--- src/core/ata_sec_pkg.sv ---
// Shared constants and types for the task-file security and verify command handler.
// Assumes a 32-bit classic Wishbone master with byte addresses and 8-bit task-file data.
package ata_sec_pkg;

  // ****************************************************************
  // Register byte offsets
  // ****************************************************************
  localparam logic [7:0] OFF_DATA = 8'h00;
  localparam logic [7:0] OFF_FEATURE = 8'h04;
  localparam logic [7:0] OFF_COUNT = 8'h08;
  localparam logic [7:0] OFF_ADDR_LOWER = 8'h0C;
  localparam logic [7:0] OFF_ADDR_MIDDLE = 8'h10;
  localparam logic [7:0] OFF_ADDR_UPPER = 8'h14;
  localparam logic [7:0] OFF_DRIVE = 8'h18;
  localparam logic [7:0] OFF_CMD_STATUS = 8'h1C;
  localparam logic [7:0] OFF_DEV_CTRL = 8'h20;
  localparam logic [7:0] OFF_ERROR = 8'h24;
  localparam logic [7:0] OFF_SEC_STATUS = 8'h28;

  // ****************************************************************
  // Opcodes
  // ****************************************************************
  localparam logic [7:0] OP_VERIFY_EXT = 8'h42;
  localparam logic [7:0] OP_SET_PW = 8'hF1;
  localparam logic [7:0] OP_UNLOCK = 8'hF2;
  localparam logic [7:0] OP_ERASE_PREP = 8'hF3;
  localparam logic [7:0] OP_ERASE_UNIT = 8'hF4;
  localparam logic [7:0] OP_FREEZE = 8'hF5;
  localparam logic [7:0] OP_DISABLE_PW = 8'hF6;
  localparam logic [3:0] OP_NOP_NIBBLE = 4'h1;

  // ****************************************************************
  // Field positions and reset values
  // ****************************************************************
  localparam int STAT_BUSY_BIT = 7;
  localparam int STAT_READY_BIT = 6;
  localparam int STAT_DRQ_BIT = 3;
  localparam int STAT_ERR_BIT = 0;
  localparam int ERR_ABORT_BIT = 2;
  localparam int CTRL_HOB_BIT = 7;
  localparam int CTRL_SRST_BIT = 2;
  localparam int CTRL_NIEN_BIT = 1;
  localparam int PW_ID_BIT = 0;
  localparam int PW_LEVEL_BIT = 8;
  localparam logic [7:0] PW_LAST_WORD = 8'h10;
  localparam logic [7:0] SECTOR_LAST_WORD = 8'hFF;
  localparam logic [15:0] RST_TASKFILE = 16'h0000;
  localparam logic [7:0] RST_BYTE = 8'h00;
  localparam logic [255:0] RST_PASSWORD = 256'h0;
  localparam logic [16:0] FULL_COUNT = 17'h10000;

  typedef enum logic [1:0] {
    ST_IDLE = 2'b00,
    ST_CHECK = 2'b01,
    ST_SECTOR_IN = 2'b10,
    ST_EXECUTE = 2'b11
  } cmd_state_t;

  typedef struct packed {
    logic prepared;
    logic level_max;
    logic frozen;
    logic armed;
    logic locked;
  } sec_state_t;

  typedef struct packed {
    logic req;
    logic [47:0] lba;
  } check_req_t;

endpackage

--- src/core/ata_security_verify_cmd.sv ---
// Task-file command handler: 48-bit verify, no-op, and the security command group.
// Assumes a classic Wishbone master, a sector checker that answers each request with
// a done pulse, and a power-on reset that is asserted together with reset_n at power-up.
//
// Overview of operation
// - Verify never raises data request, moves nothing.
// - Verify sets busy, clears and interrupts after.
// - Good verify leaves last checked address.
// - Failed verify keeps failing address, count from failing sector on.
// - High-order select picks previous or current byte.
// - Upper nibble one opcodes complete as no-op.
// - Password commands take exactly one data sector.
// - Word zero control, sixteen password words follow.
// - Disable password with match turns lock off.
// - Disable password keeps stored master password.
// - Erase aborts without immediately preceding prepare.
// - Erase with wrong password aborts.
// - Frozen rejects set, unlock, disable, erase.
// - Only hardware reset leaves frozen state.
// - Freeze while frozen still succeeds.
// - Freeze completion zeroes the count register.
// - Without security, freeze runs wear-level.
// - Set password: bit eight level, bit zero target.
// - User password arms lock from next reset.
// - High level accepts user or master password.
// - Maximum level never honours master password.
// - Master password set leaves lock, level alone.
//
// Implementation choices: the Wishbone register port and the register addresses.
`timescale 1ns/1ns
module ata_security_verify_cmd #(
  parameter bit SECURITY_EN = 1'b1
) (
  // Clock and resets
  input wire logic mclk,
  input wire logic reset_n,
  input wire logic por_n,
  // Wishbone slave
  input wire logic wb_cyc_i,
  input wire logic wb_stb_i,
  input wire logic wb_we_i,
  input wire logic [7:0] wb_adr_i,
  input wire logic [3:0] wb_sel_i,
  input wire logic [31:0] wb_dat_i,
  output logic [31:0] wb_dat_o,
  output logic wb_ack_o,
  // Host interrupt line
  output logic host_intrq,
  // Sector checker
  output ata_sec_pkg::check_req_t check,
  input wire logic check_done,
  input wire logic check_bad,
  // Media actions
  output logic erase_start,
  output logic wear_level_start
);

  // ****************************************************************
  // State and storage
  // ****************************************************************
  ata_sec_pkg::cmd_state_t state;
  logic [7:0] cur_op;
  logic [7:0] feature;
  logic [15:0] count;
  logic [15:0] addr_lower;
  logic [15:0] addr_middle;
  logic [15:0] addr_upper;
  logic [7:0] drive;
  logic [7:0] dev_ctrl;
  logic err_abort;
  logic intrq_pend;
  logic [47:0] work_lba;
  logic [16:0] remaining;
  logic [7:0] word_idx;
  logic [15:0] ctrl_word;
  logic [255:0] pw_buf;
  logic [255:0] user_pw;
  logic [255:0] master_pw;
  logic armed;
  logic level_max;
  logic locked;
  logic frozen;
  logic prepared;
  logic load_pending;

  // ****************************************************************
  // Bus decode
  // ****************************************************************
  wire bus_req = wb_cyc_i & wb_stb_i & ~wb_ack_o;
  wire wr = bus_req & wb_we_i & wb_sel_i[0];
  wire rd = bus_req & ~wb_we_i;
  wire idle = (state == ata_sec_pkg::ST_IDLE);
  wire busy = (state == ata_sec_pkg::ST_CHECK) | (state == ata_sec_pkg::ST_EXECUTE);
  wire data_request_bit = (state == ata_sec_pkg::ST_SECTOR_IN);
  wire high_order_select = dev_ctrl[ata_sec_pkg::CTRL_HOB_BIT];
  wire hit_data = (wb_adr_i == ata_sec_pkg::OFF_DATA);
  wire hit_cmd = (wb_adr_i == ata_sec_pkg::OFF_CMD_STATUS);
  wire hit_ctrl = (wb_adr_i == ata_sec_pkg::OFF_DEV_CTRL);
  wire tf_wr = wr & idle;
  wire ctrl_wr = wr & hit_ctrl;
  wire soft_reset = ctrl_wr & wb_dat_i[ata_sec_pkg::CTRL_SRST_BIT];
  wire data_wr = bus_req & wb_we_i & (&wb_sel_i[1:0]) & hit_data & data_request_bit;
  wire status_rd = rd & hit_cmd;

  // ****************************************************************
  // Command classification
  // ****************************************************************
  wire [7:0] op = wb_dat_i[7:0];
  wire cmd_write = tf_wr & hit_cmd;
  wire is_verify = (op == ata_sec_pkg::OP_VERIFY_EXT);
  wire is_nop = (op[7:4] == ata_sec_pkg::OP_NOP_NIBBLE);
  wire is_setpw = SECURITY_EN & (op == ata_sec_pkg::OP_SET_PW);
  wire is_unlock = SECURITY_EN & (op == ata_sec_pkg::OP_UNLOCK);
  wire is_prep = SECURITY_EN & (op == ata_sec_pkg::OP_ERASE_PREP);
  wire is_erase = SECURITY_EN & (op == ata_sec_pkg::OP_ERASE_UNIT);
  wire is_disable = SECURITY_EN & (op == ata_sec_pkg::OP_DISABLE_PW);
  wire is_freeze = (op == ata_sec_pkg::OP_FREEZE);
  wire needs_data = is_setpw | is_disable | is_erase;
  wire known = is_verify | is_nop | is_prep | is_freeze | needs_data;
  // Unlock is not carried by this block, so it always aborts; while frozen it would anyway.
  wire frozen_block = frozen & (needs_data | is_unlock);
  wire erase_noprep = is_erase & ~prepared;
  wire cmd_abort = cmd_write & (~known | frozen_block | erase_noprep);
  wire cmd_ok = cmd_write & ~cmd_abort;
  wire start_verify = cmd_ok & is_verify;
  wire start_data = cmd_ok & needs_data;
  wire freeze_done = cmd_ok & is_freeze;
  wire instant_done = cmd_write & ~start_verify & ~start_data;

  // ****************************************************************
  // Verify engine decode
  // ****************************************************************
  wire checking = (state == ata_sec_pkg::ST_CHECK);
  wire chk_fail = checking & check_done & check_bad;
  wire chk_last = checking & check_done & ~check_bad & (remaining == 17'h00001);
  wire chk_step = checking & check_done & ~check_bad & (remaining != 17'h00001);
  wire verify_end = chk_fail | chk_last;
  wire [47:0] lba48 = {addr_upper[15:8], addr_middle[15:8], addr_lower[15:8],
                       addr_upper[7:0], addr_middle[7:0], addr_lower[7:0]};

  // ****************************************************************
  // Password execution decode
  // ****************************************************************
  wire exec = (state == ata_sec_pkg::ST_EXECUTE);
  wire id_master = ctrl_word[ata_sec_pkg::PW_ID_BIT];
  wire level_bit = ctrl_word[ata_sec_pkg::PW_LEVEL_BIT];
  wire master_ok = (pw_buf == master_pw) & ~level_max;
  wire pw_match = id_master ? master_ok : (pw_buf == user_pw);
  wire exec_setpw = exec & (cur_op == ata_sec_pkg::OP_SET_PW);
  wire exec_erase = exec & (cur_op == ata_sec_pkg::OP_ERASE_UNIT);
  wire exec_fail = exec & ~exec_setpw & ~pw_match;
  wire exec_unlock = exec & ~exec_setpw & pw_match;
  wire done = instant_done | verify_end | exec;
  wire done_err = cmd_abort | chk_fail | exec_fail;
  wire last_word = data_wr & (word_idx == ata_sec_pkg::SECTOR_LAST_WORD);

  // ****************************************************************
  // Command sequencer
  // ****************************************************************
  always_ff @(posedge mclk or negedge reset_n) begin
    if (!reset_n) begin
      state <= ata_sec_pkg::ST_IDLE;
      cur_op <= ata_sec_pkg::RST_BYTE;
    end else if (soft_reset) begin
      state <= ata_sec_pkg::ST_IDLE;
    end else begin
      unique case (state)
        ata_sec_pkg::ST_IDLE: begin
          if (start_verify) begin
            state <= ata_sec_pkg::ST_CHECK;
          end else if (start_data) begin
            state <= ata_sec_pkg::ST_SECTOR_IN;
          end
        end
        ata_sec_pkg::ST_CHECK: begin
          if (verify_end) begin
            state <= ata_sec_pkg::ST_IDLE;
          end
        end
        ata_sec_pkg::ST_SECTOR_IN: begin
          if (last_word) begin
            state <= ata_sec_pkg::ST_EXECUTE;
          end
        end
        ata_sec_pkg::ST_EXECUTE: begin
          state <= ata_sec_pkg::ST_IDLE;
        end
      endcase
      if (cmd_write) begin
        cur_op <= op;
      end
    end
  end

  // ****************************************************************
  // Error and interrupt flags
  // ****************************************************************
  // A completion in the same cycle as a status read keeps the interrupt pending.
  always_ff @(posedge mclk or negedge reset_n) begin
    if (!reset_n) begin
      err_abort <= 1'b0;
      intrq_pend <= 1'b0;
    end else begin
      if (done) begin
        err_abort <= done_err;
      end else if (soft_reset) begin
        err_abort <= 1'b0;
      end
      // A new command write also retires an interrupt that the host never acknowledged.
      intrq_pend <= done | (intrq_pend & ~status_rd & ~soft_reset & ~cmd_write);
    end
  end

  assign host_intrq = intrq_pend & ~dev_ctrl[ata_sec_pkg::CTRL_NIEN_BIT];

  // ****************************************************************
  // Task-file registers
  // ****************************************************************
  // Each count or address byte write pushes the current byte into the previous half.
  always_ff @(posedge mclk or negedge reset_n) begin
    if (!reset_n) begin
      feature <= ata_sec_pkg::RST_BYTE;
      count <= ata_sec_pkg::RST_TASKFILE;
      addr_lower <= ata_sec_pkg::RST_TASKFILE;
      addr_middle <= ata_sec_pkg::RST_TASKFILE;
      addr_upper <= ata_sec_pkg::RST_TASKFILE;
      drive <= ata_sec_pkg::RST_BYTE;
      dev_ctrl <= ata_sec_pkg::RST_BYTE;
    end else begin
      if (tf_wr & (wb_adr_i == ata_sec_pkg::OFF_FEATURE)) begin
        feature <= op;
      end
      if (tf_wr & (wb_adr_i == ata_sec_pkg::OFF_DRIVE)) begin
        drive <= op;
      end
      if (ctrl_wr) begin
        dev_ctrl <= op;
      end
      if (tf_wr & (wb_adr_i == ata_sec_pkg::OFF_COUNT)) begin
        count <= {count[7:0], op};
      end else if (freeze_done) begin
        count <= ata_sec_pkg::RST_TASKFILE;
      end else if (chk_fail) begin
        count <= remaining[15:0];
      end
      if (tf_wr & (wb_adr_i == ata_sec_pkg::OFF_ADDR_LOWER)) begin
        addr_lower <= {addr_lower[7:0], op};
      end
      if (tf_wr & (wb_adr_i == ata_sec_pkg::OFF_ADDR_MIDDLE)) begin
        addr_middle <= {addr_middle[7:0], op};
      end
      if (tf_wr & (wb_adr_i == ata_sec_pkg::OFF_ADDR_UPPER)) begin
        addr_upper <= {addr_upper[7:0], op};
      end
      if (verify_end) begin
        addr_upper <= {work_lba[47:40], work_lba[23:16]};
        addr_middle <= {work_lba[39:32], work_lba[15:8]};
        addr_lower <= {work_lba[31:24], work_lba[7:0]};
      end
    end
  end

  // ****************************************************************
  // Verify engine
  // ****************************************************************
  // A zero count asks for the full 65536 sectors.
  always_ff @(posedge mclk or negedge reset_n) begin
    if (!reset_n) begin
      work_lba <= 48'h000000000000;
      remaining <= 17'h00000;
    end else if (start_verify) begin
      work_lba <= lba48;
      remaining <= (count == 16'h0000) ? ata_sec_pkg::FULL_COUNT : {1'b0, count};
    end else if (chk_step) begin
      work_lba <= work_lba + 48'h000000000001;
      remaining <= remaining - 17'h00001;
    end
  end

  // The checker only reads media; nothing reaches the data port.
  assign check = '{req: checking, lba: work_lba};

  // ****************************************************************
  // Password sector intake
  // ****************************************************************
  always_ff @(posedge mclk or negedge reset_n) begin
    if (!reset_n) begin
      word_idx <= ata_sec_pkg::RST_BYTE;
      ctrl_word <= ata_sec_pkg::RST_TASKFILE;
      pw_buf <= ata_sec_pkg::RST_PASSWORD;
    end else if (start_data) begin
      word_idx <= ata_sec_pkg::RST_BYTE;
    end else if (data_wr) begin
      word_idx <= word_idx + 8'h01;
      if (word_idx == 8'h00) begin
        ctrl_word <= wb_dat_i[15:0];
      end else if (word_idx <= ata_sec_pkg::PW_LAST_WORD) begin
        pw_buf <= {wb_dat_i[15:0], pw_buf[255:16]};
      end
    end
  end

  // ****************************************************************
  // Stored secrets, kept across hardware reset
  // ****************************************************************
  always_ff @(posedge mclk or negedge por_n) begin
    if (!por_n) begin
      user_pw <= ata_sec_pkg::RST_PASSWORD;
      master_pw <= ata_sec_pkg::RST_PASSWORD;
      armed <= 1'b0;
      level_max <= 1'b0;
    end else if (exec_setpw & id_master) begin
      master_pw <= pw_buf;
    end else if (exec_setpw) begin
      user_pw <= pw_buf;
      armed <= 1'b1;
      level_max <= level_bit;
    end else if (exec_unlock) begin
      armed <= 1'b0;
      if (exec_erase) begin
        user_pw <= ata_sec_pkg::RST_PASSWORD;
      end
    end
  end

  // ****************************************************************
  // Lock, freeze and prepare states
  // ****************************************************************
  // Lock is sampled from the armed flag at the first edge after hardware reset, so a
  // newly set user password only locks the unit from the next reset onward.
  always_ff @(posedge mclk or negedge reset_n) begin
    if (!reset_n) begin
      locked <= 1'b0;
      load_pending <= 1'b1;
      frozen <= 1'b0;
      prepared <= 1'b0;
    end else begin
      load_pending <= 1'b0;
      if (load_pending) begin
        locked <= armed;
      end else if (exec_unlock) begin
        locked <= 1'b0;
      end
      if (freeze_done & SECURITY_EN) begin
        frozen <= 1'b1;
      end
      if (cmd_write) begin
        prepared <= cmd_ok & is_prep;
      end
    end
  end

  // ****************************************************************
  // Media action strobes
  // ****************************************************************
  always_ff @(posedge mclk or negedge reset_n) begin
    if (!reset_n) begin
      erase_start <= 1'b0;
      wear_level_start <= 1'b0;
    end else begin
      erase_start <= exec_erase & pw_match;
      wear_level_start <= freeze_done & ~SECURITY_EN;
    end
  end

  // ****************************************************************
  // Read mux and bus answer
  // ****************************************************************
  ata_sec_pkg::sec_state_t sec_view;
  assign sec_view = '{prepared: prepared, level_max: level_max, frozen: frozen,
                      armed: armed, locked: locked};
  wire [7:0] status_byte = {busy, ~busy, 2'b00, data_request_bit, 2'b00, err_abort};
  wire [7:0] error_byte = {5'b00000, err_abort, 2'b00};
  wire [7:0] rd_count = high_order_select ? count[15:8] : count[7:0];
  wire [7:0] rd_lower = high_order_select ? addr_lower[15:8] : addr_lower[7:0];
  wire [7:0] rd_middle = high_order_select ? addr_middle[15:8] : addr_middle[7:0];
  wire [7:0] rd_upper = high_order_select ? addr_upper[15:8] : addr_upper[7:0];
  wire [7:0] rd_byte =
    (wb_adr_i == ata_sec_pkg::OFF_FEATURE) ? feature :
    (wb_adr_i == ata_sec_pkg::OFF_COUNT) ? rd_count :
    (wb_adr_i == ata_sec_pkg::OFF_ADDR_LOWER) ? rd_lower :
    (wb_adr_i == ata_sec_pkg::OFF_ADDR_MIDDLE) ? rd_middle :
    (wb_adr_i == ata_sec_pkg::OFF_ADDR_UPPER) ? rd_upper :
    (wb_adr_i == ata_sec_pkg::OFF_DRIVE) ? drive :
    (wb_adr_i == ata_sec_pkg::OFF_CMD_STATUS) ? status_byte :
    (wb_adr_i == ata_sec_pkg::OFF_DEV_CTRL) ? dev_ctrl :
    (wb_adr_i == ata_sec_pkg::OFF_ERROR) ? error_byte :
    (wb_adr_i == ata_sec_pkg::OFF_SEC_STATUS) ? {3'b000, sec_view} : 8'h00;

  always_ff @(posedge mclk or negedge reset_n) begin
    if (!reset_n) begin
      wb_ack_o <= 1'b0;
      wb_dat_o <= 32'h00000000;
    end else begin
      wb_ack_o <= bus_req;
      wb_dat_o <= rd ? {24'h000000, rd_byte} : 32'h00000000;
    end
  end
endmodule

--- config.mk ---
export PLATFORM = sky130hd
export DESIGN_NAME = ata_security_verify_cmd
export DESIGN_NICKNAME = d
export VERILOG_FILES = /design/src/core/ata_sec_pkg.sv /design/src/core/ata_security_verify_cmd.sv
export SDC_FILE = /design/constraint.sdc
export NUM_CORES = 2
export LEC_CHECK = 0
export BUFFER_PORTS_ARGS = -buffer_cell sky130_fd_sc_hd__clkbuf_2
export CORE_ASPECT_RATIO = 0.9
export CORE_MARGIN = 1
export CORE_UTILIZATION = 55
export DETAILED_ROUTE_END_ITERATION = 8
export GPL_TIMING_DRIVEN = 0
export PLACE_DENSITY = 0.83
export RECOVER_POWER = 100
export REMOVE_ABC_BUFFERS = 1
export SYNTH_ARGS = -nofsm -noshare
export SYNTH_HDL_FRONTEND = slang
export SYNTH_SLANG_ARGS = --single-unit
--- constraint.sdc ---
create_clock -name mclk -period 3.1 [get_ports mclk]
set_input_delay 0.155 -clock mclk [delete_from_list [all_inputs] [get_ports mclk]]
set_output_delay 0.155 -clock mclk [all_outputs]
set_load 0.02 [all_outputs]
# == Word level (Yosys, flattened, before mapping) ==
# Cells that the tools add are included.
# op_classes
n_addsub,3
magnitude_cmp,1
n_eq_ne,31
n_mux,46
bitwise_logic,81
n_reduce_logical,22
# op_table
op,count
256-bit 2-to-1 mux,3
256-bit equality test,2
16-bit 2-to-1 mux,9
8-bit 2-to-1 mux,15
48-bit 2-to-1 mux,2
8-bit equality test (second input constant),9
17-bit 2-to-1 mux,3
48-bit by 1-bit adder with 48-bit output (second input constant),1
1-bit AND,47
8-bit by 5-bit equality test with 1-bit output (second input constant),4
8-bit by 6-bit equality test with 1-bit output (second input constant),3
1-bit NOT,18
2-bit nonzero test,9
17-bit by 1-bit equality test with 1-bit output (second input constant),1
17-bit by 1-bit != test with 1-bit output (second input constant),1
17-bit by 1-bit subtractor with 17-bit output (second input constant),1
8-bit by 4-bit equality test with 1-bit output (second input constant),2
16-bit logical NOT,1
8-bit logical NOT,2
1-bit OR,16
2-bit 2-to-1 mux,5
5-bit 2-to-1 mux,2
3-bit AND reduction,3
8-bit by 1-bit adder with 8-bit output (second input constant),1
15 further kinds,24
# totals
register_bits,966
out_inout_bits,85
elab_cells,211

# == Depth between registers and ports, before layout ==
# depth
depth_word,18
mapped_depth,11

# == Worst setup path before layout ==
# No wires, ideal clock.
# synth_timing
path_kind,register to register
startpoint,register wb_ack_o
endpoint,register count[12]
t_arrival_ps,2381
required_ps,2973
setup_slack_ps,592
path_stages_with_launch,10
synth_period_minus_slack_ps,2508
path_cell_list,dfrtp_1 > and3b_1 > nand3_1 > nor4b_4 > nand3_2 > nor4_2 > nor3_1 > buf_6 > a222oi_1 > inv_1
# synth_via
elab_chain_cells,12
elab_cells_between_ends,14
classes_between,mux (2); bitwise (11); reduce/logical (1)
# synth_rtl
element,line_no,text
from (decl),ata_security_verify_cmd.sv:46,"output logic wb_ack_o,"
from (signal assigned),ata_security_verify_cmd.sv:395,wb_ack_o <= bus_req;
1-bit NOT (*),ata_security_verify_cmd.sv:89,wire bus_req = wb_cyc_i & wb_stb_i & ~wb_ack_o;
1-bit AND (*),ata_security_verify_cmd.sv:89,
named net bus_req,ata_security_verify_cmd.sv:89,
1-bit AND (*) (2 in a row),ata_security_verify_cmd.sv:90,wire wr = bus_req & wb_we_i & wb_sel_i[0];
1-bit AND (*),ata_security_verify_cmd.sv:99,wire tf_wr = wr & idle;
1-bit AND,ata_security_verify_cmd.sv:109,wire cmd_write = tf_wr & hit_cmd;
1-bit AND,ata_security_verify_cmd.sv:123,wire cmd_abort = cmd_write & (~known | frozen_block | erase_noprep);
1-bit NOT,ata_security_verify_cmd.sv:124,wire cmd_ok = cmd_write & ~cmd_abort;
1-bit AND,ata_security_verify_cmd.sv:124,
1-bit AND,ata_security_verify_cmd.sv:127,wire freeze_done = cmd_ok & is_freeze;
16-bit 2-to-1 mux,ata_security_verify_cmd.sv:241,end else if (freeze_done) begin
16-bit 2-to-1 mux,ata_security_verify_cmd.sv:239,if (tf_wr & (wb_adr_i == ata_sec_pkg::OFF_COUNT)) begin
to (signal assigned),ata_security_verify_cmd.sv:240,"count <= {count[7:0], op};"
to (signal assigned),ata_security_verify_cmd.sv:242,count <= ata_sec_pkg::RST_TASKFILE;
to (signal assigned),ata_security_verify_cmd.sv:244,count <= remaining[15:0];
to (decl),ata_security_verify_cmd.sv:64,logic [15:0] count;
# Mark *: on every way through the listed nets, which the timed path passes. The rest lies on a longest branch.
# A chain may end at the register's enable or synchronous reset.

# == Worst setup path in the final report ==
# layout_timing
startpoint,register pw_buf[108]
endpoint,register user_pw[74]
# layout_via
elab_chain_cells,6
elab_cells_between_ends,7
classes_between,eq/ne (2); mux (1); bitwise (2); reduce/logical (2)
# layout_rtl
element,line_no,text
from (decl),ata_security_verify_cmd.sv:76,logic [255:0] pw_buf;
from (signal assigned),ata_security_verify_cmd.sv:290,pw_buf <= ata_sec_pkg::RST_PASSWORD;
from (signal assigned),ata_security_verify_cmd.sv:298,"pw_buf <= {wb_dat_i[15:0], pw_buf[255:16]};"
256-bit equality test,ata_security_verify_cmd.sv:147,wire master_ok = (pw_buf == master_pw) & ~level_max;
1-bit AND,ata_security_verify_cmd.sv:147,
1-bit 2-to-1 mux (*),ata_security_verify_cmd.sv:148,wire pw_match = id_master ? master_ok : (pw_buf == user_pw);
1-bit AND (*),ata_security_verify_cmd.sv:152,wire exec_unlock = exec & ~exec_setpw & pw_match;
2-bit nonzero test (no line) (*),-,
3-bit AND reduction (no line) (*),-,
to (signal assigned),ata_security_verify_cmd.sv:308,user_pw <= ata_sec_pkg::RST_PASSWORD;
to (signal assigned),ata_security_verify_cmd.sv:315,user_pw <= pw_buf;
to (signal assigned),ata_security_verify_cmd.sv:321,user_pw <= ata_sec_pkg::RST_PASSWORD;
to (decl),ata_security_verify_cmd.sv:77,logic [255:0] user_pw;
# Mark *: on every way between the ends. The rest lies on a longest branch, timed or not.

==> metrics <==
run status=complete, but fails checks; failing checks=max-capacitance violations, max-slew violations, negative setup slack; area of the multi-input gates=20,360 um^2; proportion of layout cells with a drive suffix above 1=16.06%; Worst Min Path Start=wb_we_i; critical path startpoint category=flip-flop; period utilization=122.8%; proportion of synthesized chip area in sequential cells=53.25%; FF-to-FF End=user_pw[74]; Register Area=24,020 um^2; antenna viol nets, final=0; routability congestion estimate from global placement=1.039; final count of negative-setup-slack endpoints=531; final setup slack of the worst path=-0.7074 ns; starting utilization of the core area=55.55%; Clk Latency, worst-skew pair=0.69 ns; Final Power=25.66 mW; number of standard cells in the final layout excluding fillers=5,931; Post-Route Setup TNS=-192.43 ns; CTS tree=done; Congestion Overflow GR=0; Synth Cell Area=45,070 um^2; die extent in y=273.6 um; area leader, netlist=dfrtp_1; worst vdd ir=0.0003912 V; Post-Route Skew=0.03664 ns; endpoint of the worst hold path=wb_dat_o[2]; arrival time of data at the critical path endpoint=4.35 ns; share of Yosys cell area claimed by the top area cell type=53.19%; num ports=137; wire length of the first global-routing pass=237.5 mm; count of endpoints failing hold in the final timing report=0; type of the worst setup path=flip-flop to flip-flop; WL/cell=27.24 um; peak per-stage delay on the critical path=0.73 ns; cell with the largest stage delay on the worst path=nor4_1; depth of the most critical reg-to-reg path=14; endpoint type of the worst setup path=flip-flop; flip-flop and latch count after synthesis=959; Detailed Routing Iterations Pass 1=9; number of instances in the placed design=5,636; level count of the clock H-tree=3; largest net degree at the start of global routing=103; clock transition at the registers of the reported paths=0.07 ns; CTS Root Buffer Type=clkbuf_16; number of synthesized flops with an enable pin=0; Syn. warnings=0; Die Footprint=83,100 um^2; antenna violations before repair=5; max-cap viol count=2; Critical Path RT=3.65 ns; total number of vias=39,210; RSZ-0062 raised after global routing=yes; Cells on Worst Hold Path=3; via density per instance=6.610; primary flip-flop cell chosen by synthesis mapping=dfrtp_1; mean instance size in the synthesized netlist=9.555 um^2; start of the worst register-to-register path=pw_buf[108]; upper clock frequency limit=262.6 MHz; Power per Cell Area=487.8 nW/um^2; area of the placeable core=81,130 um^2; detailed placer's ending HPWL=100.1 mm; DRC violation total after the first TritonRoute iteration=6,214; width of the chip=303.7 um; Remaining DRCs=0; Most Frequent Cell on Critical Path=buf_16; maximum fanout count along the critical path=7; via count of the first global-routing pass=37,910; most area-consuming cells after synthesis=dfrtp_1 53%, nand2_1 11%, mux2_2 4.9%; row count=99; Lkg Pwr=24.06 nW; Synth cell types=71; Buffers on Ports=93; cell count after synthesis=4,717; layout overhead on the synthesized area=16.72%; number of clock sinks=959; worst hold slack=0.04919 ns; routed wire length=161.6 mm; Slew Limit Headroom=-57.23%; list of cells traversed by the critical path=xor2_1 -> nor4_1 -> nand4_1 -> nor4_2 -> nand4_1 -> buf_6 -> a21oi_4 -> buf_6 -> buf_16 -> buf_16 -> buf_16 -> buf_12 -> buf_16 -> a21oi_4; buffer depth of the longest clock path=3; Fill cells=5,757; Worst Hold Class=primary input to flip-flop; number of nets in the layout=4,844; minimum clock period after layout=3.807 ns; count of pins over their slew limit=148; Worst-Margin Slew=2.358 ns; GRT Resource Usage Total=37.94%; clock buffers created by TritonCTS=97; Async S/R FF share, synth=100.0%; reg2reg setup slack=-0.71 ns
-- synth_stat cells (70+ instances only) --
| library cell | n |
|---|---|
| nand2_1 | 1301 |
| dfrtp_1 | 958 |
| o21ai_0 | 307 |
| a21oi_1 | 281 |
| mux2_2 | 197 |
| xnor2_1 | 188 |
| clkbuf_1 | 182 |
| xor2_1 | 179 |
| inv_1 | 176 |
| nand4_1 | 82 |
| nor2_1 | 81 |
| nor4_1 | 79 |
| nand2b_1 | 70 |
-- cell type report --
cell class | count | share of cell area (%)
well taps | 1060 | 2.521
repair buffers | 242 | 5.368
flip-flops and latches | 959 | 45.65
diodes | 2 | 0.009514
clock buffers | 129 | 5.244
inverters | 176 | 1.256
multi-input cells | 3311 | 38.71
clock inverters | 52 | 1.244
-- critical path: cells and delay by family (launching register included) --
kind	cells	cell delay, ns
DFF	1	0.53
and+or+nand+nor	4	1.77
AOI/OAI and AO/OA	2	0.17
buffers and inverters	7	0.95
xor gates and xnor gates	1	0.22
-- cell families (layout without fill, tap and decap cells) --
family | count (synthesis) | in the layout | share of synthesized area, %
buffers and inverters | 479 | 599 | 4.575
AND/OR/NAND/NOR | 1791 | 1797 | 17.35
other | 1 | 28 | 0.008320
adder cells (fa/ha/maj) | 5 | 5 | 0.1388
flip-flops | 959 | 959 | 53.25
XOR/XNOR | 367 | 367 | 7.132
multiplexers | 250 | 250 | 6.099
AO/OA/AOI/OAI | 865 | 866 | 11.45
-- worst max-delay path by stage --
stage | startpoint | end | slack [ns] | cells past startpoint
global route | pw_buf[134] | user_pw[74] | -0.58 | 15
floorplan | cur_op[6] | user_pw[0] | -6.42 | 6
finish | pw_buf[108] | user_pw[74] | -0.71 | 14
detailed placement | pw_buf[252] | user_pw[177] | -2.13 | 12
CTS | user_pw[240] | user_pw[136] | -0.44 | 15
global placement | state[0] | user_pw[99] | -13.57 | 5
-- report_power, final --
group | leakage, nW | switching [mW] | total [mW] | internal (mW)
Clock | 1.68 | 5.31 | 12.7 | 7.37
Sequential | 12.9 | 0.00768 | 12.5 | 12.5
Combinational | 9.46 | 0.373 | 0.445 | 0.0711
-- through the flow --
stage,cell area (um^2),setup slack (ns),utilization (%)
floorplan,43760,-6.417,-
global placement,45550,-13.57,56.15
detailed placement,46720,-2.127,57.58
CTS,52540,-0.4359,64.75
global route,52600,-0.5843,64.83
finish,52610,-0.7074,64.84
-- what timing repair did --
action,CTS,global route
cloned,33,2
buffers inserted,52,23
endpoints found under the hold margin,191,0
hold buffers,21,0
setup endpoints to repair,480,449
gates resized for setup,234,143
pin swaps,18,16
-- registers in the layout, indices dropped and copies added (netlist names), 8 cells and up --
| register | count |
|---|---|
| addr_lower | 16 |
| addr_middle | 16 |
| addr_upper | 16 |
| count | 16 |
| cur_op | 8 |
| dev_ctrl | 8 |
| drive | 8 |
| feature | 8 |
| master_pw | 256 |
| pw_buf | 256 |
| remaining | 17 |
| user_pw | 256 |
| wb_dat_o | 8 |
| word_idx | 8 |
| work_lba | 48 |
-- layout by cell type (no fill, tap or decap), types with 28 or more instances in the layout --
cell type	netlist	final
nor3_1	31	30
xnor2_1	188	177
nand3_1	38	37
xor2_1	179	179
a22oi_1	35	35
clkbuf_2	0	36
nand4_1	82	82
mux2i_1	53	53
inv_1	176	176
a21oi_1	281	101
a21oi_2	1	155
o21ai_0	307	307
buf_16	0	33
clkbuf_1	182	73
dfrtp_1	958	945
clkbuf_16	0	100
mux2_2	197	197
nand2b_1	70	69
nand2_1	1301	1298
nor2b_1	42	41
buf_4	51	28
nor2_1	81	80
o22ai_1	57	57
buf_12	0	39
nor4_1	79	70
-- metal layers --
| layer | wire [um] | GRT usage (%) | vias to the layer above |
|---|---|---|---|
| met5 | 9 | 0 | - |
| met1 | 56480 | 48.42 | 19240 |
| met4 | 13300 | 24.87 | 2 |
| met3 | 23210 | 12.29 | 831 |
| li1 | - | - | 16040 |
| met2 | 68580 | 55.72 | 3100 |
Power figures use the tool's default switching activity.
